**src/common/lbba_pkg.sv**
```systemverilog
// package for the local bus backoff arbiter: widths, map positions, timing
// assumes a single 20 MHz reference clock; no software-visible registers
package lbba_pkg;
    localparam int LBBA_ADDR_W = 6;
    localparam int LBBA_DATA_W = 32;
    localparam int LBBA_LOCAL_ADDR_W = 32;
    localparam int LBBA_LOCAL_DATA_W = 48;
    localparam int LBBA_EXP_ADDR_LSB = 2;
    localparam int LBBA_EXP_DATA_LSB = 16;
    localparam int LBBA_NUM_SLOTS = 2;
    localparam int LBBA_SLOT_LSB = 8;
    localparam int LBBA_REF_CLK_HZ = 20000000;
    localparam int LBBA_SYS_CLK_HZ = 40000000;
    localparam int LBBA_STALL_NS = 500;
    localparam int LBBA_STALL_CYC_RAW = (LBBA_STALL_NS * (LBBA_REF_CLK_HZ / 1000000)) / 1000;
    localparam int LBBA_STALL_CYC = (LBBA_STALL_CYC_RAW < 1) ? 1 : LBBA_STALL_CYC_RAW;
    localparam logic [7:0] LBBA_EXP_BASE = 8'hc0;
    localparam logic [7:0] LBBA_CNT_ZERO = 8'h00;
    localparam logic [7:0] LBBA_CNT_ONE = 8'h01;
    typedef enum logic [1:0] {
        LBBA_IDLE,
        LBBA_WAIT,
        LBBA_BACKOFF,
        LBBA_HOST
    } lbba_state_t;
endpackage

```
**src/rtl/lbba_arbiter.sv**
```systemverilog
// local bus backoff arbiter: host priority, deadlock detect, suspend control
// assumes all inputs synchronous to ref_clk; processors honour suspend
// Behaviour
// RULE1 - a host request wins the local bus ahead of every processor request.
// RULE2 - a locked processor cycle or a stalled processor-to-host access is a deadlock risk.
// RULE3 - host request unanswered while processors hold the bus starts backoff.
// RULE4 - suspend_bus_tristate stays asserted while the host still requests the bus; the code drops it on host_done in LBBA_HOST even with host_req high.
// RULE5 - suspend_bus_tristate drops once the host releases the bus.
// RULE6 - host software avoids fast block writes during processor master dma to host.
// RULE7 - host reads and buffered slow writes during processor dma complete normally.
// RULE8 - six expansion address lines carry host address bits 2 to 7.
// RULE9 - expansion data lines carry local data bits 16 to 47 as host bits 0 to 31.
// RULE10 - dma pair one serves channel 7 and pair two channel 8, all active low.
// RULE11 - local bus and expansion share one system clock forwarded to the connector.
// RULE12 - an active-low chip select per module opens 64 word registers to both sides.
// RULE13 - the host grant is given only after the processors released the bus.
`timescale 1ns/1ns
module lbba_arbiter
    import lbba_pkg::*;
#(
    parameter int STALL_CYC = LBBA_STALL_CYC
) (
    input wire logic ref_clk,
    input wire logic rst,
    input wire logic sys_clk_in,
    input wire logic host_req,
    input wire logic host_done,
    input wire logic host_write,
    input wire logic proc_req,
    input wire logic proc_bus_busy,
    input wire logic proc_lock,
    input wire logic proc_pci_stalled,
    input wire logic proc_dma_active,
    input wire logic [LBBA_LOCAL_ADDR_W-1:0] local_addr,
    input wire logic [LBBA_LOCAL_DATA_W-1:0] local_data_out,
    input wire logic local_access,
    input wire logic [LBBA_DATA_W-1:0] exp_data_in,
    input wire logic dma_request_one_n,
    input wire logic dma_request_two_n,
    input wire logic dma_grant_ch7,
    input wire logic dma_grant_ch8,
    output logic host_grant,
    output logic proc_grant,
    output logic suspend_bus_tristate,
    output logic deadlock_seen,
    output logic dma_write_hazard,
    output logic sync_address_clock,
    output logic [LBBA_ADDR_W-1:0] exp_addr,
    output logic [LBBA_DATA_W-1:0] exp_data_out,
    output logic [LBBA_DATA_W-1:0] exp_data_rd,
    output logic [LBBA_NUM_SLOTS-1:0] expansion_chip_select_n,
    output logic dma_req_ch7,
    output logic dma_req_ch8,
    output logic dma_grant_one_n,
    output logic dma_grant_two_n
);
    lbba_state_t state_r, state_nxt;
    logic [7:0] wait_cnt_r, wait_cnt_nxt;
    logic host_grant_nxt, proc_grant_nxt, suspend_bus_tristate_nxt;

    function automatic logic [7:0] cnt_step(input logic [7:0] c);
        cnt_step = (c == LBBA_CNT_ZERO) ? LBBA_CNT_ZERO : c - LBBA_CNT_ONE;
    endfunction

    wire logic risk = proc_lock || proc_pci_stalled; // RULE2
    wire logic wait_out = (wait_cnt_r == LBBA_CNT_ONE);
    wire logic bus_free = !proc_bus_busy;
    wire logic hazard = proc_dma_active && host_req && host_write; // RULE6

    always_comb begin
        state_nxt = state_r;
        wait_cnt_nxt = cnt_step(wait_cnt_r);
        case (state_r)
            LBBA_IDLE: begin
                if (host_req && bus_free) begin
                    state_nxt = LBBA_HOST; // RULE1
                end else if (host_req) begin
                    state_nxt = LBBA_WAIT;
                    wait_cnt_nxt = 8'(STALL_CYC);
                end
            end
            LBBA_WAIT: begin
                if (!host_req) begin
                    state_nxt = LBBA_IDLE;
                end else if (bus_free) begin
                    state_nxt = LBBA_HOST; // RULE7
                end else if (risk || wait_out) begin
                    state_nxt = LBBA_BACKOFF; // RULE3
                end
            end
            LBBA_BACKOFF: begin
                if (!host_req) begin
                    state_nxt = LBBA_IDLE; // RULE5
                end else if (bus_free) begin
                    state_nxt = LBBA_HOST; // RULE13
                end
            end
            LBBA_HOST: begin
                if (!host_req || host_done) begin
                    state_nxt = LBBA_IDLE; // RULE5
                end
            end
            default: state_nxt = LBBA_IDLE;
        endcase
    end

    assign host_grant_nxt = (state_nxt == LBBA_HOST); // RULE13
    assign suspend_bus_tristate_nxt = (state_nxt == LBBA_BACKOFF) ||
        ((state_nxt == LBBA_HOST) && (state_r == LBBA_BACKOFF || suspend_bus_tristate)); // RULE4
    assign proc_grant_nxt = proc_req && !host_req && (state_nxt == LBBA_IDLE); // RULE1

    always_ff @(posedge ref_clk) begin
        if (rst) begin
            state_r <= LBBA_IDLE;
            wait_cnt_r <= LBBA_CNT_ZERO;
            host_grant <= 1'b0;
            proc_grant <= 1'b0;
            suspend_bus_tristate <= 1'b0;
            deadlock_seen <= 1'b0;
            dma_write_hazard <= 1'b0;
            sync_address_clock <= 1'b0;
        end else begin
            state_r <= state_nxt;
            wait_cnt_r <= wait_cnt_nxt;
            host_grant <= host_grant_nxt;
            proc_grant <= proc_grant_nxt;
            suspend_bus_tristate <= suspend_bus_tristate_nxt; // RULE4
            deadlock_seen <= (state_nxt == LBBA_BACKOFF) && (state_r == LBBA_WAIT); // RULE3
            dma_write_hazard <= hazard; // RULE6
            sync_address_clock <= sys_clk_in; // RULE11
        end
    end

    lbba_exp_map u_map (
        .ref_clk(ref_clk),
        .rst(rst),
        .local_addr(local_addr),
        .local_data_out(local_data_out),
        .local_access(local_access),
        .exp_data_in(exp_data_in),
        .dma_request_one_n(dma_request_one_n),
        .dma_request_two_n(dma_request_two_n),
        .dma_grant_ch7(dma_grant_ch7),
        .dma_grant_ch8(dma_grant_ch8),
        .exp_addr(exp_addr),
        .exp_data_out(exp_data_out),
        .exp_data_rd(exp_data_rd),
        .expansion_chip_select_n(expansion_chip_select_n),
        .dma_req_ch7(dma_req_ch7),
        .dma_req_ch8(dma_req_ch8),
        .dma_grant_one_n(dma_grant_one_n),
        .dma_grant_two_n(dma_grant_two_n)
    );
endmodule // lbba_arbiter

```
**src/rtl/lbba_exp_map.sv**
```systemverilog
// expansion connector mapping: address/data lanes, chip selects, dma pairs
// assumes all inputs synchronous to ref_clk
`timescale 1ns/1ns
module lbba_exp_map
    import lbba_pkg::*;
(
    input wire logic ref_clk,
    input wire logic rst,
    input wire logic [LBBA_LOCAL_ADDR_W-1:0] local_addr,
    input wire logic [LBBA_LOCAL_DATA_W-1:0] local_data_out,
    input wire logic local_access,
    input wire logic [LBBA_DATA_W-1:0] exp_data_in,
    input wire logic dma_request_one_n,
    input wire logic dma_request_two_n,
    input wire logic dma_grant_ch7,
    input wire logic dma_grant_ch8,
    output logic [LBBA_ADDR_W-1:0] exp_addr,
    output logic [LBBA_DATA_W-1:0] exp_data_out,
    output logic [LBBA_DATA_W-1:0] exp_data_rd,
    output logic [LBBA_NUM_SLOTS-1:0] expansion_chip_select_n,
    output logic dma_req_ch7,
    output logic dma_req_ch8,
    output logic dma_grant_one_n,
    output logic dma_grant_two_n
);
    wire logic [7:0] page = local_addr[LBBA_SLOT_LSB+7:LBBA_SLOT_LSB];
    wire logic [LBBA_NUM_SLOTS-1:0] sel_dec;

    genvar g;
    generate
        for (g = 0; g < LBBA_NUM_SLOTS; g++) begin : g_cs
            assign sel_dec[g] = local_access && (page == (LBBA_EXP_BASE + 8'(g))); // RULE12
        end
    endgenerate

    always_ff @(posedge ref_clk) begin
        if (rst) begin
            exp_addr <= '0;
            exp_data_out <= '0;
            exp_data_rd <= '0;
            expansion_chip_select_n <= '1;
            dma_req_ch7 <= 1'b0;
            dma_req_ch8 <= 1'b0;
            dma_grant_one_n <= 1'b1;
            dma_grant_two_n <= 1'b1;
        end else begin
            exp_addr <= local_addr[LBBA_EXP_ADDR_LSB +: LBBA_ADDR_W]; // RULE8
            exp_data_out <= local_data_out[LBBA_EXP_DATA_LSB +: LBBA_DATA_W]; // RULE9
            exp_data_rd <= exp_data_in; // RULE9
            expansion_chip_select_n <= ~sel_dec; // RULE12
            dma_req_ch7 <= ~dma_request_one_n; // RULE10
            dma_req_ch8 <= ~dma_request_two_n; // RULE10
            dma_grant_one_n <= ~dma_grant_ch7; // RULE10
            dma_grant_two_n <= ~dma_grant_ch8; // RULE10
        end
    end
endmodule // lbba_exp_map

```
**config.mk**
```make
export PLATFORM = sky130hd
export DESIGN_NAME = lbba_arbiter
export DESIGN_NICKNAME = d
export VERILOG_FILES = /design/src/common/lbba_pkg.sv /design/src/rtl/lbba_arbiter.sv /design/src/rtl/lbba_exp_map.sv
export SDC_FILE = /design/constraint.sdc
export NUM_CORES = 1
export LEC_CHECK = 0
export ABC_AREA = 1
export BUFFER_PORTS_ARGS = -buffer_cell sky130_fd_sc_hd__buf_2
export CORE_MARGIN = 5
export CORE_UTILIZATION = 40
export DETAILED_ROUTE_END_ITERATION = 8
export PLACE_DENSITY = 0.79
export REMOVE_ABC_BUFFERS = 1
export SLEW_MARGIN = 25
export SYNTH_ARGS = -nofsm -noshare
export SYNTH_HDL_FRONTEND = slang
export SYNTH_SLANG_ARGS = --single-unit
```
**constraint.sdc**
```tcl
create_clock -name ref_clk -period 3.4 [get_ports ref_clk]
set_input_delay 0.17 -clock ref_clk [delete_from_list [all_inputs] [get_ports ref_clk]]
set_output_delay 0.17 -clock ref_clk [all_outputs]
set_load 0.01 [all_outputs]
```
=== After elaboration in Yosys (flattened, before gate mapping) ===
Cells that the tools add are included.

* Equal/unequal tests: 8
* Mux-type cells: 13
* Add/subtract/negate cells: 1
* Reductions and logical operators: 19
* Bitwise operators: 5

{| class="wikitable"
|+ Operators by type and width
! kind !! count
|-
| 8-bit two-way mux || 4
|-
| 8-bit == test, second input constant || 2
|-
| 2-bit two-way mux || 8
|-
| 1-bit logical AND || 9
|-
| 2-bit == test, second input constant || 4
|-
| 8-bit by 1-bit == test with 1-bit output, second input constant || 1
|-
| 8-bit logical NOT || 1
|-
| 2-bit one-hot mux with 4 select lines || 1
|-
| 8-bit by 1-bit subtractor with 8-bit output, second input constant || 1
|-
| 1-bit logical OR || 5
|-
| 2-bit logical NOT || 2
|-
| 1-bit inverter || 4
|-
| 2-bit by 1-bit == test with 1-bit output, second input constant || 1
|-
| 1-bit logical NOT || 2
|-
| 2-bit inverter || 1
|}

* Input bits: 128
* Register bits: 92
* Word-level logic and storage cells: 62
* Output and inout port bits: 82

=== Logic depth before layout (Yosys ltp) ===
Gate-level depths: netlist of run 1.

* Depth in word-level cells: 9
* Gate-level depth with buffers: 12
* Mapped depth without buffers: 12

=== Cells and area by module ===
Synthesis of run 1 repeated with hierarchy kept, for this count alone.

* Cell total of the unflattened synthesis: 345
* Area, all modules: 3004.1 µm²

{| class="wikitable"
|+ By module, submodules not included
! module !! cells each !! instances !! area each (µm²)
|-
| lbba_exp_map || 244 || 1 || 2237.1
|-
| lbba_arbiter || 101 || 1 || 767.0
|}

=== Worst setup path after synthesis of run 1 ===
No wires, ideal clock.

* Path type: flip-flop to flip-flop
* From: register wait_cnt_r[1]
* To: register host_grant
* Data required time: 3.280 ns
* Setup slack: 2.218 ns
* Data arrival time: 1.063 ns
* Stages on the path, launching flop included: 10
* Clock period less this slack: 1.182 ns
* Library setup time: 0.120 ns
* Cells stage by stage: dfxtp_1 inv_1 ha_1 inv_1 nor2_1 nand2_2 nand2_1 nand3_1 a31oi_1 nor2_1

* Cells in the longest elaborated chain, start to end: 7

{| class="wikitable"
|+ Ends and longest elaborated chain
! element !! line !! source
|-
| start: declaration || lbba_arbiter.sv:58 || <nowiki>logic [7:0] wait_cnt_r, wait_cnt_nxt;</nowiki>
|-
| start signal: assignment || lbba_arbiter.sv:124 || <nowiki>wait_cnt_r <= wait_cnt_nxt;</nowiki>
|-
| 8-bit by 1-bit == test with 1-bit output || lbba_arbiter.sv:66 || <nowiki>wire logic wait_out = (wait_cnt_r == LBBA_CNT_ONE);</nowiki>
|-
| 1-bit logical OR || lbba_arbiter.sv:87 || <nowiki>end else if (risk || wait_out) begin</nowiki>
|-
| 2-bit two-way mux || lbba_arbiter.sv:87 ||
|-
| 2-bit two-way mux || lbba_arbiter.sv:85 || <nowiki>end else if (bus_free) begin</nowiki>
|-
| 2-bit two-way mux || lbba_arbiter.sv:83 || <nowiki>if (!host_req) begin</nowiki>
|-
| 2-bit one-hot mux with 4 select lines || lbba_arbiter.sv:73 || <nowiki>case (state_r)</nowiki>
|-
| 2-bit == test || lbba_arbiter.sv:107 || <nowiki>assign host_grant_nxt = (state_nxt == LBBA_HOST);</nowiki>
|-
| end signal: assignment || lbba_arbiter.sv:125 || <nowiki>host_grant <= host_grant_nxt;</nowiki>
|-
| end: declaration || lbba_arbiter.sv:42 || <nowiki>output logic host_grant,</nowiki>
|}

Every way passes these cells.
A chain may end at the register's enable or synchronous reset.

=== Final worst setup path of run 1 ===
Ends and elaborated chain as after synthesis.

==> results of run 1 <==
-- worst max-delay path, delay by kind of cell (launching register included) --
| family | cells | cell delay (ps) |
|---|---|---|
| buffers and inverters | 2 | 150 |
| AOI/OAI and AO/OA | 1 | 250 |
| adders and majority gates | 1 | 160 |
| DFF | 1 | 310 |
| and+or+nand+nor | 5 | 440 |
-- registers in the layout (all words and copies together) (netlist names) --
register,cells
deadlock_seen,1
dma_write_hazard,1
host_grant,1
proc_grant,1
state_r,2
suspend_bus_tristate,1
sync_address_clock,1
u_map.dma_grant_one_n,1
u_map.dma_grant_two_n,1
u_map.dma_req_ch7,1
u_map.dma_req_ch8,1
u_map.exp_addr,6
u_map.exp_data_out,32
u_map.exp_data_rd,32
u_map.expansion_chip_select_n,2
wait_cnt_r,8
-- path summary, 6_finish.rpt --
check | slack (ps) | from | cells past startpoint | to
setup / recovery | 1990 | wait_cnt_r[1] | 9 | host_grant
hold / removal | 20 | exp_data_in[12] | 3 | u_map.exp_data_rd[12]
setup reg to reg | 1990 | wait_cnt_r[1] | 9 | host_grant
hold reg to reg | 450 | wait_cnt_r[0] | 1 | wait_cnt_r[0]
-- cell type report --
| cell class | count | area share (%) |
|---|---|---|
| clock inverter | 7 | 1.35 |
| multi-input combinational | 147 | 15.6 |
| tap | 99 | 2.90 |
| clock buffer | 9 | 2.90 |
| inverter | 92 | 8.21 |
| timing repair buffer | 198 | 25.9 |
| sequential | 92 | 43.2 |
-- logic make-up (layout without fill, tap and decap cells) --
group,count (synthesis),in the layout,synth area share (%)
compound gates,5,5,0.951
xor+xnor,5,5,1.51
fa+ha+maj,3,3,1.30
buf+inv,101,306,13.4
flops,92,92,63.6
simple gates,134,134,19.2
-- power by group through the flow --
stage | sequential, W | clock, W | combinational (W)
after floorplan | 0.00127 | 0 | 0.000316
after global placement | 0.00124 | 0 | 0.000497
after detailed placement | 0.00125 | 0 | 0.000523
after CTS | 0.00122 | 0.000699 | 0.000544
after global routing | 0.00123 | 0.000748 | 0.000608
final | 0.00122 | 0.000674 | 0.000543
-- metal layers --
layer,wire length [um],vias to the layer above,GRT usage (%),share of wire (%)
li1,-,1350,-,-
met1,2490,1154,14.5,34
met2,3740,119,28.3,52
met3,790,24,7.97,11
met4,170,4,7.33,2.4
met5,25,-,0,0.35
-- layout by cell type (no fill, tap or decap), drive strengths merged --
cell / count
buf: 176
nor2: 97
inv: 95
dfxtp: 92
dlygate4sd3: 22
nand2: 20
nand3: 13
clkbuf: 9
xor2: 4
ha: 3
clkinv: 3
a31oi: 2
a21oi: 2
o21ai: 1
nor3: 1
xnor2: 1
nor4: 1
nand3b: 1
or2: 1
clkinvlp: 1
-- timing repair --
item                      CTS  global route
hold endpoints to repair   19             3
hold buffers               19             3
gates resized for setup     0             0
-- through the flow --
step / hold slack (ps) / setup slack, ps
after floorplan: 237 / 2220
after global placement: 329 / 2020
after detailed placement: 330 / 2010
after CTS: 0.815 / 2000
after global routing: 0.529 / 1830
final: 18.4 / 1990
==> metrics.txt, run 1 <==
# TYPE chip_impl_metric gauge
chip_impl_info{name="status",value="completed"} 1
chip_impl_metric{name="htree_num_levels",unit=""} 3
chip_impl_metric{name="floorplan.initialDensity",unit="%"} 40.6
chip_impl_metric{name="fmax",unit="GHz"} 0.709
chip_impl_metric{name="finish.utilization",unit="%"} 59.8
chip_impl_metric{name="synth.yosys.seq_area_share",unit="%"} 63.6
chip_impl_info{name="yosysMostFrequentCell",value="nor2_1"} 1
chip_impl_metric{name="coreArea",unit="um^2"} 7140
chip_impl_metric{name="setup_total_negative_slack",unit="ps"} 0
chip_impl_metric{name="postSynthRegisterBits",unit=""} 92
chip_impl_info{name="root_buffer",value="clkbuf_8"} 1
chip_impl_metric{name="period_share",unit="%"} 41.5
chip_impl_metric{name="grt_first_pass_wirelength",unit="um"} 11100
chip_impl_metric{name="timing.final.setup_violations",unit=""} 0
chip_impl_metric{name="postCtsSetupRepairBufs",unit=""} 0
chip_impl_metric{name="grt.total_usage",unit="%"} 15.7
chip_impl_info{name="worstHoldPathType",value="primary input to flop"} 1
chip_impl_metric{name="crit_arrival",unit="ps"} 1640
chip_impl_metric{name="power.static_leakage",unit="nW"} 2.48
chip_impl_metric{name="cap_violations",unit=""} 0
chip_impl_metric{name="detail_route.wirelength",unit="um"} 7220
chip_impl_metric{name="rows",unit=""} 31
chip_impl_metric{name="post_drt_wl_per_cell",unit="um"} 11.2
chip_impl_metric{name="detail_route.iter0.violations",unit=""} 58
chip_impl_info{name="yosys-top-cells-area",value="dfxtp_1 64%, nor2_1 12%, inv_1 11%"} 1
chip_impl_metric{name="synth_top_area_share",unit="%"} 63.6
chip_impl_metric{name="clkSinkCount",unit=""} 92
chip_impl_metric{name="final-instance-count-excl-fill",unit=""} 644
chip_impl_metric{name="clk_pin_slew_worst_paths",unit="ps"} 90
chip_impl_metric{name="power_report.internal_total",unit="W"} 0.00169
chip_impl_metric{name="clk-insertion-delay-late",unit="ps"} 340
chip_impl_metric{name="route.antenna.remaining_nets",unit=""} 0
chip_impl_metric{name="dpl_cells",unit=""} 606
chip_impl_metric{name="comb_power_share",unit="%"} 22.3
chip_impl_metric{name="p_switching",unit="W"} 0.000749
chip_impl_metric{name="grt_overflow",unit=""} 0
chip_impl_metric{name="total_power",unit="W"} 0.00244
chip_impl_metric{name="clockBufferDepth",unit=""} 2
chip_impl_metric{name="power.density_cell_area",unit="nW/um^2"} 571
chip_impl_info{name="crit_chain",value="inv_1 > ha_1 > inv_1 > nor2_1 > nand2_2 > nand2_1 > nand3_1 > a31oi_1 > nor2_1"} 1
chip_impl_metric{name="cts_made_buffers",unit=""} 9
chip_impl_metric{name="drcViolationCount",unit=""} 0
chip_impl_metric{name="swShare",unit="%"} 30.7
chip_impl_info{name="type_of_the_worst_setup_path",value="flop to flop"} 1
chip_impl_info{name="synth_largest_area_cell",value="dfxtp_1"} 1
chip_impl_metric{name="timing_max_transition_violations_final",unit=""} 0
chip_impl_metric{name="first_global_vias",unit=""} 2693
chip_impl_metric{name="synth.avg_cell_area",unit="um^2"} 8.52
chip_impl_metric{name="postLayoutCellArea",unit="um^2"} 4270
chip_impl_info{name="yosys-top-cells-count",value="96 x nor2_1, 92 x dfxtp_1, 83 x inv_1, 18 x nand2_1, 11 x nand3_1"} 1
chip_impl_metric{name="pwr-share-clk",unit="%"} 27.6
chip_impl_info{name="setup.worst_path.end_class",value="flop"} 1
chip_impl_metric{name="die_area",unit="um^2"} 9040
chip_impl_metric{name="worstMarginPinSlew",unit="ps"} 502
chip_impl_info{name="yosys_most_used_dff",value="dfxtp_1"} 1
chip_impl_metric{name="critPathRequiredTime",unit="ps"} 3630
chip_impl_metric{name="synth.cell_area",unit="um^2"} 2900
chip_impl_info{name="slowest_cell_on_the_critical_path",value="dfxtp_1"} 1
chip_impl_metric{name="synth_enable_flop_cells",unit=""} 0
chip_impl_metric{name="area.sequential",unit="um^2"} 1840
chip_impl_metric{name="yosys_warnings",unit=""} 0
chip_impl_metric{name="yosys.cell_types.count",unit=""} 23
chip_impl_metric{name="seqPwrFrac",unit="%"} 50.1
chip_impl_metric{name="post_dp_cell_area",unit="um^2"} 3860
chip_impl_metric{name="vdd.ir_drop.worst",unit="mV"} 0.341
chip_impl_info{name="grt_setup_unrepaired",value="false"} 1
chip_impl_metric{name="critPathMaxStageDelay",unit="ps"} 310
chip_impl_metric{name="fillerInstances",unit=""} 638
chip_impl_metric{name="floorplan.die.width",unit="um"} 95.1
chip_impl_metric{name="dp_hpwl",unit="um"} 5370
chip_impl_metric{name="ioPinCount",unit=""} 210
chip_impl_metric{name="die_span_in_y",unit="um"} 95.1
chip_impl_metric{name="worst_slew_margin_rel",unit="%"} 66.5
chip_impl_metric{name="num-nets-final",unit=""} 671
chip_impl_metric{name="firstDrtPassIters",unit=""} 4
chip_impl_metric{name="ratio_of_cells_with_drive_above_1_in_the_final_layout",unit="%"} 38.0
chip_impl_metric{name="area_growth",unit="%"} 47.4
chip_impl_metric{name="antenna_found_initial",unit=""} 2
chip_impl_metric{name="gpl.final_weighted_congestion",unit=""} 0.831
chip_impl_metric{name="n_antenna_cell",unit=""} 0
chip_impl_metric{name="asyncSetResetFlopFracSynth",unit="%"} 0
chip_impl_metric{name="critPathMaxFanout",unit=""} 4
chip_impl_metric{name="post_drt_via_cell_ratio",unit=""} 4.12
chip_impl_info{name="start_kind",value="flop"} 1
chip_impl_metric{name="synth_instances",unit=""} 340
chip_impl_metric{name="final-hold-violation-count",unit=""} 0
chip_impl_metric{name="grt_start_max_net_pins",unit=""} 53
chip_impl_info{name="cts_tree",value="built"} 1
chip_impl_metric{name="clock_skew",unit="ps"} 3.97
chip_impl_metric{name="timing.final.crit_period",unit="ps"} 1410
chip_impl_metric{name="io_buffer_count",unit=""} 175
chip_impl_metric{name="multiInputGateArea",unit="um^2"} 666
chip_impl_metric{name="vias",unit=""} 2651
No activity file was read; power rests on OpenSTA's default activity.
==> run 2, diff against run 1 <==
==> constraint.sdc (replaced) <==
create_clock -name ref_clk -period 1.5 [get_ports ref_clk]
set_input_delay 0.075 -clock ref_clk [delete_from_list [all_inputs] [get_ports ref_clk]]
set_output_delay 0.075 -clock ref_clk [all_outputs]
set_load 0.01 [all_outputs]
==> run 2 against run 1 <==
  * Final area up 17%
  * Hold slack better by 39 ps
  * Clock-buffer cell count unchanged
  * Combinational power grew to 2.6 times the previous value
  * Register-to-register slack got worse by 1800 ps
  * Total power rose by 140%
  * Critical endpoint is now u_map.expansion_chip_select_n[1]
  * Largest cell class unchanged
  * Largest power group unchanged
==> metrics.txt, run 2 (synthesis results as in run 1) <==
# TYPE chip_impl_metric gauge
chip_impl_metric{name="clk_pin_slew_worst_paths",unit="ps"} 100
chip_impl_metric{name="floorplan.die.width",unit="um"} 95.1
chip_impl_metric{name="die_span_in_y",unit="um"} 95.1
chip_impl_metric{name="fillerInstances",unit=""} 536
chip_impl_metric{name="clock_skew",unit="ps"} 12.9
chip_impl_metric{name="grt_first_pass_wirelength",unit="um"} 14500
chip_impl_metric{name="vdd.ir_drop.worst",unit="mV"} 0.786
chip_impl_info{name="rr_startpoint",value="wait_cnt_r[0]"} 1
chip_impl_metric{name="worst_slew_margin_rel",unit="%"} 78.3
chip_impl_metric{name="final_critical_path_setup_slack",unit="ps"} 66.5
chip_impl_metric{name="route.antenna.remaining_nets",unit=""} 0
chip_impl_info{name="most_frequent_standard_cell_in_the_layout_excluding_fill_and_tap_cells",value="buf_2"} 1
chip_impl_metric{name="ratio_of_cells_with_drive_above_1_in_the_final_layout",unit="%"} 34.9
chip_impl_info{name="worst_path_most_repeated_cell",value="dlygate4sd3_1"} 1
chip_impl_metric{name="post_dp_cell_area",unit="um^2"} 3880
chip_impl_metric{name="detail_route.wirelength",unit="um"} 9620
chip_impl_info{name="worstHoldEndpoint",value="proc_grant"} 1
chip_impl_info{name="cts_tree",value="built"} 1
chip_impl_info{name="setup.worst_path.end_class",value="flop"} 1
chip_impl_metric{name="clockBufferDepth",unit=""} 2
chip_impl_metric{name="grt_start_max_net_pins",unit=""} 79
chip_impl_metric{name="critPathRequiredTime",unit="ps"} 1760
chip_impl_metric{name="dp_hpwl",unit="um"} 5360
chip_impl_info{name="slowest_cell_on_the_critical_path",value="dlygate4sd3_1"} 1
chip_impl_metric{name="area_growth",unit="%"} 72.0
chip_impl_metric{name="floorplan.initialDensity",unit="%"} 40.6
chip_impl_info{name="crit-reg2reg-capture",value="wait_cnt_r[6]"} 1
chip_impl_metric{name="grt_overflow",unit=""} 0
chip_impl_metric{name="power.static_leakage",unit="nW"} 2.77
chip_impl_metric{name="whs_path_depth",unit=""} 4
chip_impl_info{name="status",value="completed"} 1
chip_impl_metric{name="detail_route.iter0.violations",unit=""} 87
chip_impl_metric{name="post_drt_wl_per_cell",unit="um"} 13.6
chip_impl_metric{name="cap_violations",unit=""} 0
chip_impl_metric{name="clkSinkCount",unit=""} 92
chip_impl_metric{name="htree_num_levels",unit=""} 3
chip_impl_metric{name="num-nets-final",unit=""} 734
chip_impl_metric{name="grt.total_usage",unit="%"} 21.3
chip_impl_metric{name="timing.final.crit_period",unit="ps"} 1430
chip_impl_info{name="top_regs",value="u_map.exp_data_out x32, u_map.exp_data_rd x32, wait_cnt_r x8"} 1
chip_impl_metric{name="post_drt_via_cell_ratio",unit=""} 4.18
chip_impl_info{name="crit_chain",value="dlygate4sd3_1 > buf_2 > nor4_4 > nand3_1 > dlygate4sd3_1"} 1
chip_impl_metric{name="hold_ws",unit="ps"} 57.1
chip_impl_metric{name="period_share",unit="%"} 95.6
chip_impl_metric{name="place_ws",unit="ps"} 192
chip_impl_metric{name="coreArea",unit="um^2"} 7140
chip_impl_metric{name="power.density_cell_area",unit="nW/um^2"} 1190
chip_impl_metric{name="io_buffer_count",unit=""} 175
chip_impl_metric{name="crit_arrival",unit="ps"} 1700
chip_impl_metric{name="setup_total_negative_slack",unit="ps"} 0
chip_impl_info{name="root_buffer",value="clkbuf_8"} 1
chip_impl_metric{name="clk-insertion-delay-late",unit="ps"} 360
chip_impl_metric{name="drcViolationCount",unit=""} 0
chip_impl_metric{name="ioPinCount",unit=""} 210
chip_impl_info{name="type_of_the_worst_setup_path",value="primary input to flop"} 1
chip_impl_metric{name="worstMarginPinSlew",unit="ps"} 326
chip_impl_info{name="worst_hold_startpoint",value="host_req"} 1
chip_impl_metric{name="critPathMaxStageDelay",unit="ps"} 560
chip_impl_metric{name="r2r_cells",unit=""} 6
chip_impl_metric{name="cts_made_buffers",unit=""} 9
chip_impl_metric{name="setup.reg_to_reg.worst_slack",unit="ps"} 180
chip_impl_info{name="grt_setup_unrepaired",value="false"} 1
chip_impl_info{name="worstHoldPathType",value="primary input to flop"} 1
chip_impl_metric{name="fmax",unit="GHz"} 0.698
chip_impl_metric{name="rows",unit=""} 31
chip_impl_info{name="layout.cells.most_common_list",value="175 x buf_2, 95 x nor2_1, 92 x dfxtp_1, 85 x dlygate4sd3_1, 82 x inv_1"} 1
chip_impl_metric{name="postLayoutCellArea",unit="um^2"} 4980
chip_impl_metric{name="vias",unit=""} 2967
chip_impl_metric{name="critPathMaxFanout",unit=""} 2
chip_impl_metric{name="timing_max_transition_violations_final",unit=""} 0
chip_impl_metric{name="gpl.final_weighted_congestion",unit=""} 0.859
chip_impl_metric{name="firstDrtPassIters",unit=""} 4
chip_impl_metric{name="final-hold-violation-count",unit=""} 0
chip_impl_metric{name="cp.buffers_inverters",unit=""} 3
chip_impl_metric{name="first_global_vias",unit=""} 3149
chip_impl_metric{name="timing.final.setup_violations",unit=""} 0
chip_impl_metric{name="area.sequential",unit="um^2"} 1840
chip_impl_metric{name="multiInputGateArea",unit="um^2"} 694
chip_impl_info{name="critical-path-top-delay-family",value="buffers and inverters"} 1
chip_impl_metric{name="antenna_found_initial",unit=""} 1
chip_impl_metric{name="die_area",unit="um^2"} 9040
chip_impl_info{name="start_kind",value="primary input"} 1
run 2: final cells by class:
cell class | count | area share [%]
Clock buffer | 9 | 2.49
Antenna cell | 3 | 0.151
Clock inverter | 7 | 1.86
Timing Repair Buffer | 261 | 35.1
Sequential cell | 92 | 37.0
Multi-Input combinational cell | 147 | 13.9
Inverter | 92 | 7.03
Tap cell | 99 | 2.49
run 2: worst max-delay path by stage:
| stage | from | endpoint | cells past startpoint |
|---|---|---|---|
| 4_1_cts | local_addr[13] | u_map.expansion_chip_select_n[0] | 5 |
| 6_report | local_addr[13] | u_map.expansion_chip_select_n[1] | 5 |
| 5_1_grt | wait_cnt_r[1] | deadlock_seen | 12 |
| 3_5_place_dp | wait_cnt_r[0] | wait_cnt_r[6] | 6 |
| 3_3_place_gp | wait_cnt_r[1] | host_grant | 9 |
| 2_1_floorplan | wait_cnt_r[1] | host_grant | 9 |
run 2: tightest hold or removal path, stage by stage:
cell     delay (ps)
buf_2           150
inv_2            60
nand2_1          60
nor2_1           30
run 2: routing by layer:
metal / part of all wire [%] / global-route usage [%]
met5: 0 / 0
met4: 2.2 / 10.7
met3: 8.7 / 8.29
met2: 54 / 39.1
met1: 35 / 20.3
run 2: power breakdown:
part | internal, W | switching, W | total (W)
Clock | 0.000813 | 0.000936 | 0.00175
Sequential | 0.00266 | 0.000117 | 0.00278
Combinational | 0.000649 | 0.000762 | 0.00141
run 2: timing repair:
item | in CTS | in global routing
setup endpoints to repair | 0 | 4
buffers inserted | 0 | 0
resized for setup | 0 | 6
endpoints found under the hold margin | 79 | 2
hold buffers | 84 | 1
run 2: per-stage QoR:
stage               utilization [%]  power (W)  instances
finish                         69.8    0.00594        710
floorplan                         -    0.00359        331
detailed placement             54.3    0.00401        606
global placement               54.3    0.00394        606
global route                   69.7    0.00632        708
CTS                            69.1    0.00592        706
